$ cat src/cpb_pkg.sv
// Constants and types for the complementary PWM buffer controller
// Function
// - Period fixed while complementary PWM runs
// - Counter zero turns m-1,m,m+1,m,m-1
// - Period match flag set on m to m+1
// - Mode 11 transfers buffers at m to m+1
// - No flag change or transfer after top turn
// - Counter one turns 1,0,FFFF,0,1
// - Underflow flag set on 0 to FFFF
// - Mode 10 transfers buffers at underflow
// - No transfer or overflow change after underflow
// - Buffer at or above period transfers at underflow
// - Then first in-range value transfers at underflow
// - Zero buffer transfers at period match
// - Then first in-range value transfers at match
package cpb_pkg;

    localparam int CPB_W = 16;
    localparam logic [1:0] CPB_MODE_TIMER = 2'h0;
    localparam logic [1:0] CPB_MODE_RSYNC = 2'h1;
    localparam logic [1:0] CPB_MODE_CMP_UDF = 2'h2;
    localparam logic [1:0] CPB_MODE_CMP_MATCH = 2'h3;
    localparam logic [15:0] CPB_CNT_RST = 16'h0000;
    localparam logic [15:0] CPB_CNT1_RST = 16'h0001;
    localparam logic [15:0] CPB_PERIOD_RST = 16'hffff;
    localparam logic [15:0] CPB_DUTY_RST = 16'hffff;

    // Per-channel forced transfer override
    typedef enum logic [1:0] {
        CPB_FORCE_NONE,
        CPB_FORCE_UDF,
        CPB_FORCE_MATCH
    } cpb_force_t;

    typedef struct packed {
        logic [15:0] a;
        logic [15:0] b;
        logic [15:0] c;
    } cpb_duty_t;

    typedef struct packed {
        logic a;
        logic b;
        logic c;
    } cpb_sel_t;

endpackage

$ cat src/cpb_chan.sv
// One duty channel: buffer transfer timing with out-of-range overrides
`timescale 1ns/1ps
module cpb_chan
    import cpb_pkg::*;
#(
    parameter int W = CPB_W
) (
    input wire logic clk,
    input wire logic rst,
    input wire logic load,
    input wire logic [W-1:0] load_val,
    input wire logic cmp_mode,
    input wire logic [1:0] mode,
    input wire logic buf_sel,
    input wire logic [W-1:0] buf_val,
    input wire logic [W-1:0] period,
    input wire logic match_ev,
    input wire logic udf_ev,
    output logic [W-1:0] duty
);

    logic [W-1:0] duty_q, duty_d;
    cpb_force_t force_q, force_d;
    logic xfer;

    always_comb begin
        force_d = force_q;
        duty_d = duty_q;
        xfer = 1'b0;
        if (!cmp_mode) begin
            force_d = CPB_FORCE_NONE;
            if (load) begin
                duty_d = load_val;
            end
        end else if (buf_sel) begin
            if (buf_val >= period) begin
                force_d = CPB_FORCE_UDF;
            end else if (buf_val == '0) begin
                force_d = CPB_FORCE_MATCH;
            end
            case (force_q)
                CPB_FORCE_UDF: xfer = udf_ev;
                CPB_FORCE_MATCH: xfer = match_ev;
                CPB_FORCE_NONE: begin
                    if (buf_val >= period) begin
                        xfer = udf_ev;
                    end else if (buf_val == '0) begin
                        xfer = match_ev;
                    end else if (mode == CPB_MODE_CMP_MATCH) begin
                        xfer = match_ev;
                    end else begin
                        xfer = udf_ev;
                    end
                end
                default: xfer = 1'b0;
            endcase
            if (xfer) begin
                duty_d = buf_val;
                // First in-range transfer ends the override
                if (buf_val != '0 && buf_val < period) begin
                    force_d = CPB_FORCE_NONE;
                end
            end
        end
    end

    always_ff @(posedge clk) begin
        if (rst) begin
            duty_q <= CPB_DUTY_RST;
            force_q <= CPB_FORCE_NONE;
        end else begin
            duty_q <= duty_d;
            force_q <= force_d;
        end
    end

    assign duty = duty_q;

endmodule

$ cat src/cpb_top.sv
// Complementary PWM counters, flags and buffer transfer control
`timescale 1ns/1ps
module cpb_top
    import cpb_pkg::*;
#(
    parameter int W = CPB_W
) (
    input wire logic clk,
    input wire logic rst,
    input wire logic counter0_run,
    input wire logic counter1_run,
    input wire logic [1:0] combined_mode,
    input wire logic period_wr,
    input wire logic [W-1:0] period_wdata,
    input wire logic duty_wr,
    input wire cpb_duty_t duty_wdata,
    input wire cpb_duty_t duty_buffer,
    input wire cpb_sel_t buffer_select,
    input wire logic period_match_clr,
    input wire logic underflow_clr,
    input wire logic overflow_clr,
    output logic [W-1:0] counter_zero,
    output logic [W-1:0] counter_one,
    output logic [W-1:0] period_compare,
    output cpb_duty_t duty_compare,
    output logic period_match_flag,
    output logic underflow_flag,
    output logic overflow_flag,
    output logic pwm_active
);

    // =====================================================
    // Counters
    // =====================================================
    logic [W-1:0] cnt0_q, cnt0_d, cnt1_q, cnt1_d, per_q, per_d;
    logic up0_q, up0_d, up1_q, up1_d;
    logic cmp_mode, running, match_ev, udf_ev, ovf_ev;

    assign cmp_mode = combined_mode[1];
    assign running = counter0_run && counter1_run;

    always_comb begin
        cnt0_d = cnt0_q;
        cnt1_d = cnt1_q;
        up0_d = up0_q;
        up1_d = up1_q;
        per_d = per_q;
        match_ev = 1'b0;
        udf_ev = 1'b0;
        ovf_ev = 1'b0;
        // Period held fixed once complementary counting runs
        if (period_wr && !(cmp_mode && running)) begin
            per_d = period_wdata;
        end
        if (cmp_mode && running) begin
            if (up0_q) begin
                cnt0_d = W'(cnt0_q + 1'b1);
                if (cnt0_q == per_q) begin
                    match_ev = 1'b1;
                    up0_d = 1'b0;
                end
            end else begin
                cnt0_d = W'(cnt0_q - 1'b1);
                if (cnt0_q == '0) begin
                    up0_d = 1'b1;
                end
            end
            if (up1_q) begin
                cnt1_d = W'(cnt1_q + 1'b1);
                if (cnt1_q == per_q) begin
                    up1_d = 1'b0;
                end
                if (cnt1_q == '1) begin
                    ovf_ev = 1'b0;
                end
            end else begin
                cnt1_d = W'(cnt1_q - 1'b1);
                if (cnt1_q == '0) begin
                    udf_ev = 1'b1;
                    up1_d = 1'b1;
                end
            end
        end else if (!cmp_mode) begin
            cnt0_d = CPB_CNT_RST;
            cnt1_d = CPB_CNT1_RST;
            up0_d = 1'b1;
            up1_d = 1'b0;
        end
    end

    always_ff @(posedge clk) begin
        if (rst) begin
            cnt0_q <= CPB_CNT_RST;
            cnt1_q <= CPB_CNT1_RST;
            up0_q <= 1'b1;
            up1_q <= 1'b0;
            per_q <= CPB_PERIOD_RST;
        end else begin
            cnt0_q <= cnt0_d;
            cnt1_q <= cnt1_d;
            up0_q <= up0_d;
            up1_q <= up1_d;
            per_q <= per_d;
        end
    end

    // =====================================================
    // Flags, set wins over clear
    // =====================================================
    logic imf_q, imf_d, udf_q, udf_d, ovf_q, ovf_d, act_q;

    always_comb begin
        imf_d = (imf_q && !period_match_clr) || match_ev;
        udf_d = (udf_q && !underflow_clr) || udf_ev;
        ovf_d = (ovf_q && !overflow_clr) || ovf_ev;
    end

    always_ff @(posedge clk) begin
        if (rst) begin
            imf_q <= 1'b0;
            udf_q <= 1'b0;
            ovf_q <= 1'b0;
            act_q <= 1'b0;
        end else begin
            imf_q <= imf_d;
            udf_q <= udf_d;
            ovf_q <= ovf_d;
            act_q <= cmp_mode && running;
        end
    end

    // =====================================================
    // Duty channels
    // =====================================================
    logic dload;
    assign dload = duty_wr && !(cmp_mode && running);

    cpb_chan #(.W(W)) u_a (
        .clk(clk), .rst(rst), .load(dload), .load_val(duty_wdata.a),
        .cmp_mode(cmp_mode), .mode(combined_mode), .buf_sel(buffer_select.a),
        .buf_val(duty_buffer.a), .period(per_q), .match_ev(match_ev),
        .udf_ev(udf_ev), .duty(duty_compare.a)
    );
    cpb_chan #(.W(W)) u_b (
        .clk(clk), .rst(rst), .load(dload), .load_val(duty_wdata.b),
        .cmp_mode(cmp_mode), .mode(combined_mode), .buf_sel(buffer_select.b),
        .buf_val(duty_buffer.b), .period(per_q), .match_ev(match_ev),
        .udf_ev(udf_ev), .duty(duty_compare.b)
    );
    cpb_chan #(.W(W)) u_c (
        .clk(clk), .rst(rst), .load(dload), .load_val(duty_wdata.c),
        .cmp_mode(cmp_mode), .mode(combined_mode), .buf_sel(buffer_select.c),
        .buf_val(duty_buffer.c), .period(per_q), .match_ev(match_ev),
        .udf_ev(udf_ev), .duty(duty_compare.c)
    );

    assign counter_zero = cnt0_q;
    assign counter_one = cnt1_q;
    assign period_compare = per_q;
    assign period_match_flag = imf_q;
    assign underflow_flag = udf_q;
    assign overflow_flag = ovf_q;
    assign pwm_active = act_q;

endmodule

$ cat config.mk
export PLATFORM = sky130hd
export DESIGN_NAME = cpb_top
export DESIGN_NICKNAME = d
export VERILOG_FILES = /design/src/cpb_pkg.sv /design/src/cpb_chan.sv /design/src/cpb_top.sv
export SDC_FILE = /design/constraint.sdc
export NUM_CORES = 1
export LEC_CHECK = 0
export ABC_CLOCK_PERIOD_IN_PS = 2800
export BUFFER_PORTS_ARGS = -buffer_cell sky130_fd_sc_hd__buf_4
export CAP_MARGIN = 20
export CELL_PAD_IN_SITES_DETAIL_PLACEMENT = 1
export CELL_PAD_IN_SITES_GLOBAL_PLACEMENT = 1
export CORE_MARGIN = 5
export CORE_UTILIZATION = 35
export CTS_CLUSTER_DIAMETER = 80
export DETAILED_ROUTE_END_ITERATION = 16
export GPL_TIMING_DRIVEN = 0
export PLACE_DENSITY_LB_ADDON = 0.1
export SKIP_CTS_REPAIR_TIMING = 1
export SLEW_MARGIN = 20
export SYNTH_ARGS = -nofsm -noshare
export SYNTH_HDL_FRONTEND = slang
export SYNTH_SLANG_ARGS = --single-unit
$ cat constraint.sdc
create_clock -name clk -period 2.8 [get_ports clk]
set_input_delay 0.56 -clock clk [delete_from_list [all_inputs] [get_ports clk]]
set_output_delay 0.56 -clock clk [all_outputs]
set_load 0.02 [all_outputs]
; Word-level counts from Yosys, hierarchy flattened
; Cells that the tools add are included.
[totals]
wordCells = 135
out_inout_bits = 100
ff_bits = 108
in_bits = 126
[op_classes]
n_mux = 61
addsub = 4
n_reduce_logical = 32
bitwise = 1
n_lt_le_gt_ge = 6
eq_ne = 16
[ops]
columns = cell, count
row1 = $mux 16, 18
row2 = $logic_not 16->1, 5
row3 = $ge 16x16->1, 3
row4 = $lt 16x16->1, 3
row5 = $reduce_bool 16->1, 3
row6 = $add 16x1->16 const B, 2
row7 = $eq 16x16->1, 2
row8 = $sub 16x1->16 const B, 2
row9 = $mux 1, 28
row10 = $mux 2, 12
row11 = $ne 2x1->1 const B, 7
row12 = $logic_and 1x1->1, 10
row13 = $pmux 1 s3, 3
row14 = $reduce_and 3->1, 3
row15 = $eq 2x2->1 const B, 4
row16 = $eq 2x1->1 const B, 3
row17 = $logic_not 2->1, 3
row18 = $logic_not 1->1, 4
row19 = $logic_or 1x1->1, 2
row20 = $reduce_bool 2->1, 1
row21 = $reduce_or 2->1, 1
row22 = $not 1->1, 1

; Logic depth before layout (Yosys ltp)
; Gate-level depths: netlist of the first run.
[logic_depth]
ltp_word = 13
ltp_mapped = 11

; Cells and area by module
; From an unflattened synthesis of the first run, not the netlist that was laid out.
[hier_totals]
hier_cells = 1024
hier_area_um2 = 8498.2
[by_module_without_submodules]
columns = mod, instances, area_each_um2, seq_area_each_um2, cells_each
row1 = cpb_chan, 3, 1529.0, 360.3, 179
row2 = cpb_top, 1, 3911.3, 1081.0, 487

; Worst setup path after synthesis of the first run
; No wires, ideal clock.
[synth_timing]
kind = reg-to-reg
from = register per_q[14], in the netlist period_compare[14]
to = register u_b.duty_q[0], in the netlist u_b.duty[0]
setup_time_ns = 0.125
required_ns = 2.675
t_arrival_ns = 2.908
stages_incl_launch_ff = 12
path_slack_ns = -0.233
cell_sequence = dfxtp_1 > inv_1 > ha_1 > nand4_1 > or4_4 > a2111o_1 > and4_1 > o32a_1 > o21a_1 > buf_6 > buf_12 > mux2i_1
[synth_between]
elab_chain_len = 12
word_cells_on_any_way = 13
classes_between = order compare: 1 / eq/ne: 2 / mux: 9 / reduce/logical: 1
[synth_lines]
columns = element, line
row1 = start: declaration, cpb_top.sv:35  ; logic [W-1:0] cnt0_q, cnt0_d, cnt1_q, cnt1_d, per_q, per_d;
row2 = start signal: assignment, cpb_top.sv:103  ; per_q <= per_d;
row3 = $eq 16x16->1, cpb_top.sv:58  ; if (cnt0_q == per_q) begin
row4 = $mux 1, cpb_top.sv:58
row5 = $mux 1, cpb_top.sv:56  ; if (up0_q) begin
row6 = $mux 1, cpb_top.sv:55  ; if (cmp_mode && running) begin
row7 = $mux 1, cpb_chan.sv:49  ; end else if (mode == CPB_MODE_CMP_MATCH) begin
row8 = $mux 1, cpb_chan.sv:47  ; end else if (buf_val == '0) begin
row9 = $mux 1, cpb_chan.sv:45  ; if (buf_val >= period) begin
row10 = $pmux 1 s3 (*), cpb_chan.sv:41  ; case (force_q)
row11 = $mux 1 (*), cpb_chan.sv:35  ; end else if (buf_sel) begin
row12 = $mux 1 (*), cpb_chan.sv:30  ; if (!cmp_mode) begin
row13 = $ne 2x1->1 (no line) (*), n/a
row14 = $reduce_and 3->1 (no line) (*), n/a
row15 = end signal: assignment, cpb_chan.sv:72  ; duty_q <= duty_d;
row16 = end: declaration, cpb_chan.sv:22  ; logic [W-1:0] duty_q, duty_d;
; Every way passes the cells marked *; elsewhere a longest branch is shown, timed or not. The select of a mux whose other input is x is not followed.
; A chain may end at the register's enable or synchronous reset.

; Final worst setup path of the first run
[layout_timing]
from = register per_q[8], in the netlist period_compare[8]
to = register u_b.duty_q[11], in the netlist u_b.duty[11]
; The elaborated chain is that of the path after synthesis.

==> impl_results.md, run 1 <==
* Status: complete, but fails checks
* Failing checks: negative setup slack
* Critical path, cell by cell: clkinvlp_4, ha_4, nand4_1, or4_4, a2111o_1, and4_1, o32a_1, o21a_1, buf_6, clkbuf_16, mux2i_1
* Core Region at 0.0218 mm^2
* Max Slew Vio Count at 0
* Switch Pwr at around 0.0014 W
* N_diodes at 0
* Crit end category: flop
* Post-Layout Cell Count at between 1500 and 2000
* Slowest cell on crit path: or4_4
* Slew HR at 0.493
* Port bufs at about 230
* Worst endpoint data arrival time at 3.31 ns
* CTS sink count at about 110
* Min-Delay Path Depth at 2
* Mapped Cells at between 900 and 1000
* Comb power frac at 0.260
* DP Area at between 0.009 and 0.01 mm^2
* Hold Crit Class: input pin to flop
* Vias per cell at around 5.5
* Critical Path RT at just over 3 ns
* Synth Area in XOR/XNOR at 0.0496
* Post-Synthesis Cell Area at between 0.007 and 0.008 mm^2
* CP max FO at 8
* Area contributors post-synth: dfxtp_1 (28%), ha_1 (12%), mux2i_1 (6.4%)
* R2R depth at 11
* Fin. Hold Viols at 0
* Share of cells above drive strength 1 at 0.273
* Fill cells at about 2700
* Skew-Pair Late Insertion Delay at 0.37 ns
* Adder-cell share of the synthesized area at 0.127
* Unrepaired setup endpoints after global routing: true
* Dpl hpwl at 24700 um
* Area leader, netlist: dfxtp_1
* CTS Buf Count at 9
* Sequential element share of the synthesized area at 0.278
* Maximum VDD drop at slightly above 0.3 mV
* Post-synth EDFFs at 0
* First-pass GRT wire length at 48600 um
* Sw Ratio at 0.317
* Ports at 226
* Slew @ Worst Pin at about 0.76 ns
* Synth Area in Compound Gates at 0.182
* Largest family of logic cells by synthesized area: simple AND/OR/NAND/NOR gates
* Initial antenna violation count at 0
* First-pass DRT Iterations at 5
* Async SR Flop Fraction at 0
* Simple-Gate Fraction of Synth Area at 0.254
* Die area at 0.0253 mm^2
* Clock slew seen by the registers of the worst setup and hold paths at 0.08 ns
* Die width at around 160 um
* Drc violations at 0
* Pleak at 4.85 nW
* Row cnt at between 50 and 60
* Antenna-violating nets left at 0
* Total gr overflow at 0
* Min Tclk post-route at just over 3 ns
* WL final at roughly 32000 um
* Clock Power Share at 0.345
* Final setup violation count at 17
* Tcrit/Tclk final at 1.09
* Placer congestion estimate at a little under 0.9
* DP Cell Count at 1464
* Reg power frac at 0.395
* Via count at approximately 8300
* Top-count cell post-synth: dfxtp_1
* Fin area at approximately 0.011 mm^2
* Slowest stage delay, CP at 0.56 ns
* Root Driver: clkbuf_16
* CTS tree: yes
* Initial Utilization at 0.356
* Final nets at roughly 1400
* Startpoint types: flop
* Seq cells post-synth at around 110
* Share of Yosys cell area claimed by the top area cell type at 0.278
* Post-synthesis mux area share at 0.0644
* Max Cap Viol at 0
* Post-synth top cells: dfxtp_1 (108), nand2_1 (94), nor2_1 (84)
* Netlist cell types at 64
* Clock skew at ~0.009 ns
* Syn nets at between 1000 and 1500
* Synth-to-layout area growth at 36.7%
* Setup WS pre-CTS at -0.568 ns
* Final worst setup slack at -0.256 ns
* Vias in the first global route at about 8600
* Initial DRC count at approximately 360
* Int Pwr at between 0.002 and 0.003 W
* Largest net degree at the start of global routing at 19
* Ys flop type: dfxtp_1
* Critical path type: flop to flop
* Bufs on Longest Clock Path at 2
* Top achievable clock speed at 0.327 GHz
* Total GRT Usage at 0.238
* Die Y at roughly 160 um
* Synth Warn # at 0
* Fin Setup TNS at -3.81 ns
* Syn_area_per_cell at 8.11 um^2
* Routed WL per cell at 20.9 um
* PD cells at between 400 and 500 mW/mm^2
* H-tree depth reported by CTS at 3
[critical path, delay by kind of cell, from the launching register on]
family                     cells  cell delay, ns
and+or+nand+nor                3            0.85
AOI/OAI and AO/OA              3            0.84
buffers and inverters          3            0.46
DFF                            1            0.39
adders and majority gates      1            0.30
muxes                          1            0.11
[flip-flops by register name (all words and copies together) (netlist names)]
name	count
u_a.force_q	2
u_b.duty	16
counter_zero	16
underflow_flag	1
counter_one	16
up1_q	1
u_b.force_q	2
period_match_flag	1
u_a.duty	16
overflow_flag	1
pwm_active	1
u_c.force_q	2
period_compare	16
u_c.duty	16
up0_q	1
[final timing paths]
kind                                        from                   endpoint  slack [ns]
setup / recovery  period_compare[8]$_SDFFE_PP1P_  u_b.duty[11]$_SDFFE_PP1P_       -0.26
hold / removal                      overflow_clr   overflow_flag$_SDFF_PP0_        0.35
setup reg to reg  period_compare[8]$_SDFFE_PP1P_  u_b.duty[11]$_SDFFE_PP1P_       -0.26
hold reg to reg         overflow_flag$_SDFF_PP0_   overflow_flag$_SDFF_PP0_        0.47
[stage by stage]
| step | hold WS, ns | utilization | power (W) |
|---|---|---|---|
| floorplan | 0.459 | - | 0.00229 |
| global placement | 0.458 | 0.453 | 0.00275 |
| detailed placement | 0.467 | 0.453 | 0.00277 |
| CTS | 0.336 | 0.468 | 0.00425 |
| global route | 0.342 | 0.487 | 0.00448 |
| finish | 0.345 | 0.487 | 0.00427 |
[placed cells by master (no fill, tap or decap), types with 5 or more instances in the layout]
cell | synthesis | final
dfxtp_2 | 0 | 8
clkbuf_16 | 0 | 10
dfxtp_1 | 108 | 91
nand4_1 | 15 | 15
or3_1 | 6 | 6
buf_2 | 8 | 6
nand3_1 | 16 | 16
nor4_1 | 24 | 23
xnor2_1 | 13 | 13
nor2_1 | 84 | 84
ha_1 | 76 | 72
nand2_1 | 94 | 94
a211oi_1 | 60 | 60
o211ai_1 | 8 | 8
a21oi_1 | 60 | 59
nand3b_1 | 27 | 27
and2_1 | 6 | 6
inv_1 | 39 | 31
mux2i_1 | 50 | 50
o21ai_1 | 15 | 12
clkinvlp_4 | 0 | 11
o21ai_0 | 17 | 17
nor2b_1 | 54 | 54
dfxtp_4 | 0 | 9
clkbuf_1 | 34 | 31
nor3_1 | 26 | 25
nand2b_1 | 9 | 9
xor2_1 | 31 | 31
o21a_1 | 6 | 5
a21o_1 | 9 | 9
buf_4 | 0 | 256
[kinds of logic (layout without fill, tap and decap cells)]
kind of cell,count (synthesis),after routing
muxes,50,50
AOI/OAI and AO/OA,214,214
buffers and inverters,84,355
DFF,108,108
adders and majority gates,78,78
xor gates and xnor gates,44,44
and+or+nand+nor,381,381
[cell type report]
type / count / area [um^2] / share of cell area
Timing Repair Buffer: 258 / 1970 / 0.185
Timing Repair inverter: 1 / 7.51 / 0.000706
Inverter: 39 / 176 / 0.0166
Multi-Input combinational cell: 767 / 5400 / 0.508
Tap cell: 280 / 350 / 0.0330
Sequential cell: 108 / 2210 / 0.208
Buffer: 41 / 200 / 0.0188
Clock buffer: 11 / 243 / 0.0228
Clock inverter: 5 / 83.8 / 0.00789
[power groups by stage]
stage,Clock (W),Combinational [W],Sequential [W]
2_1_floorplan,0,0.000515,0.00177
6_report,0.00148,0.00111,0.00169
4_1_cts,0.00150,0.00105,0.00170
5_1_grt,0.00157,0.00122,0.00169
3_5_place_dp,0,0.00104,0.00173
3_3_place_gp,0,0.00102,0.00173
[routing by layer]
metal / track usage / part of all wire
met1: 0.308 / 0.45
met2: 0.411 / 0.49
met3: 0.0406 / 0.045
met4: 0.0613 / 0.019
met5: 0 / 0
No activity file was read; power rests on OpenSTA's default activity.
==> run 2: changes to the inputs <==
--- a/config.mk
+++ b/config.mk
@@ -11,7 +11,7 @@
 export CELL_PAD_IN_SITES_DETAIL_PLACEMENT = 1
 export CELL_PAD_IN_SITES_GLOBAL_PLACEMENT = 1
 export CORE_MARGIN = 5
-export CORE_UTILIZATION = 35
+export CORE_UTILIZATION = 36
 export CTS_CLUSTER_DIAMETER = 80
 export DETAILED_ROUTE_END_ITERATION = 16
 export GPL_TIMING_DRIVEN = 0
@@ -20,4 +20,5 @@
 export SLEW_MARGIN = 20
 export SYNTH_ARGS = -nofsm -noshare
 export SYNTH_HDL_FRONTEND = slang
+export SYNTH_HIERARCHICAL = 1
 export SYNTH_SLANG_ARGS = --single-unit
==> impl_results.md, run 2 <==
* Status: complete, no violations
* Routed WL per cell at a little over 20 um
* Root Driver: clkbuf_16
* Max Cap Viol at 0
* Fin Setup TNS at 0 ns
* Ports at around 230
* Port bufs at 225
* Seq cells post-synth at about 110
* Die area at 0.0268 mm^2
* Sequential element share of the synthesized area at 0.254
* Critical path, cell by cell: buf_4, ha_1, nand2b_1, a2111oi_4, o32ai_4, o41a_2, a31oi_4, clkbuf_16, mux2i_1
* Mapped Cells at 1024
* Core Region at roughly 0.023 mm^2
* Area contributors post-synth: dfxtp_1 (25%), ha_1 (11%), mux2i_1 (6.4%)
* Total gr overflow at 0
* Ys flop type: dfxtp_1
* Final nets at ~1500
* Slowest stage delay, CP at around 0.5 ns
* CP max FO at 5
* Syn nets at ~1200
* Hold Crit Class: input pin to flop
* CTS sink count at roughly 110
* Storage cell area at ~0.0022 mm^2
* Slew @ Worst Pin at slightly above 0.7 ns
* Share of cells above drive strength 1 at 0.292
* Worst endpoint data arrival time at approximately 3.1 ns
* Synth-to-layout area growth at 36.2%
* Initial antenna violation count at 0
* Critical Path RT at a little over 3 ns
* Via count at just under 9000
* Final setup violation count at 0
* Most common cell after layout, fill and taps aside: buf_4
* Synth Warn # at 6
* N_diodes at 0
* Syn_area_per_cell at around 8.3 um^2
* Tcrit/Tclk final at 0.994
* Dpl hpwl at about 25000 um
* Clock skew at approximately 0.011 ns
* Pleak at between 5 and 6 nW
* Maximum VDD drop at ~0.24 mV
* CTS tree: yes
* Antenna-violating nets left at 0
* Share of Yosys cell area claimed by the top area cell type at 0.254
* Total chip power at around 0.0045 W
* Row cnt at 56
* Startpoint types: flop
* Post-Synthesis Cell Area at roughly 0.0085 mm^2
* WL final at around 33000 um
* H-tree depth reported by CTS at 3
* Vias in the first global route at 9003
* Top achievable clock speed at roughly 0.36 GHz
* Initial Utilization at 0.364
* Area of the multi-input gates at around 0.006 mm^2
* Clock slew seen by the registers of the worst setup and hold paths at about 0.080 ns
* Setup WS pre-CTS at -0.828 ns
* Most frequent cells in the layout: buf_4 (250), nand2_1 (95), nor2_1 (82)
* Unrepaired setup endpoints after global routing: true
* Initial DRC count at roughly 430
* Die Y at ~160 um
* Drc violations at 0
* Slowest cell on crit path: o41a_2
* Post-Layout Cell Count at roughly 1600
* Vias per cell at 5.38
* Largest net degree at the start of global routing at 19
* Final worst setup slack at 0.0181 ns
* Bufs on Longest Clock Path at 2
* First-pass DRT Iterations at 4
* Total GRT Usage at 0.232
* Min Tclk post-route at roughly 2.8 ns
* DP Cell Count at 1568
* Critical path type: flop to flop
* Crit end category: flop
* Placer congestion estimate at approximately 0.83
* Fin. Hold Viols at 0
* Skew-Pair Late Insertion Delay at 0.37 ns
* Post-synth EDFFs at 0
* Die width at around 160 um
* Post-synth top cells: dfxtp_1 (108), nand2_1 (96), nor2_1 (82)
* Top-count cell post-synth: dfxtp_1
* Area leader, netlist: dfxtp_1
* Slew HR at 0.527
* CTS Buf Count at 9
* Fill cells at 2826
* Async SR Flop Fraction at 0
* Max Slew Vio Count at 0
* Netlist cell types at 76
* First-pass GRT wire length at around 50000 um
* PD cells at 385 mW/mm^2
run 2: cells by family after synthesis:
family,Yosys count,synth area share
multiplexers,54,0.0636
adder cells (fa/ha/maj),78,0.117
AO/OA/AOI/OAI,248,0.231
buffers and inverters,116,0.0579
AND/OR/NAND/NOR,371,0.226
XOR/XNOR,49,0.0505
flip-flops,108,0.254
run 2: area by class of cell:
cell class,count,area share
well taps,319,0.0345
repair buffers,260,0.180
multi-input cells,800,0.521
flip-flops and latches,108,0.194
inverters,71,0.0237
clock buffers,11,0.0218
plain buffers,45,0.0198
clock inverters,5,0.00573
run 2: metal layers:
metal,track usage,routed length [um]
met1,0.286,14200
met2,0.415,16500
met3,0.0313,1140
met4,0.0774,771
met5,0,0
run 2: where the power goes:
group | switching, W | internal [W] | total (W)
combinational | 0.000688 | 0.000610 | 0.00130
sequential | 0.000103 | 0.00161 | 0.00171
clock | 0.000683 | 0.000757 | 0.00144
run 2: worst max-delay path, delay by kind of cell, from the launching register on:
kind	cells	cell delay (ns)
AOI/OAI and AO/OA	4	1.35
DFF	1	0.38
buffers and inverters	2	0.37
adders and majority gates	1	0.26
and+or+nand+nor	1	0.18
muxes	1	0.17
run 2: per-stage QoR:
step	hold slack (ns)	util	area [um^2]
floorplan	0.497	-	8510
global placement	0.463	0.454	10600
detailed placement	0.472	0.454	10600
CTS	0.347	0.468	10900
global route	0.344	0.496	11600
finish	0.356	0.496	11600
run 2: path summary, 6_finish.rpt:
check | end | depth (start not counted) | start | slack, ns
max | u_b/duty[1]$_SDFFE_PP1P_ | 9 | period_compare[0]$_SDFFE_PP1P_ | 0.02
min | overflow_flag$_SDFF_PP0_ | 2 | overflow_clr | 0.36
max reg2reg | u_b/duty[1]$_SDFFE_PP1P_ | 9 | period_compare[0]$_SDFFE_PP1P_ | 0.02
min reg2reg | period_match_flag$_SDFF_PP0_ | 2 | period_match_flag$_SDFF_PP0_ | 0.48
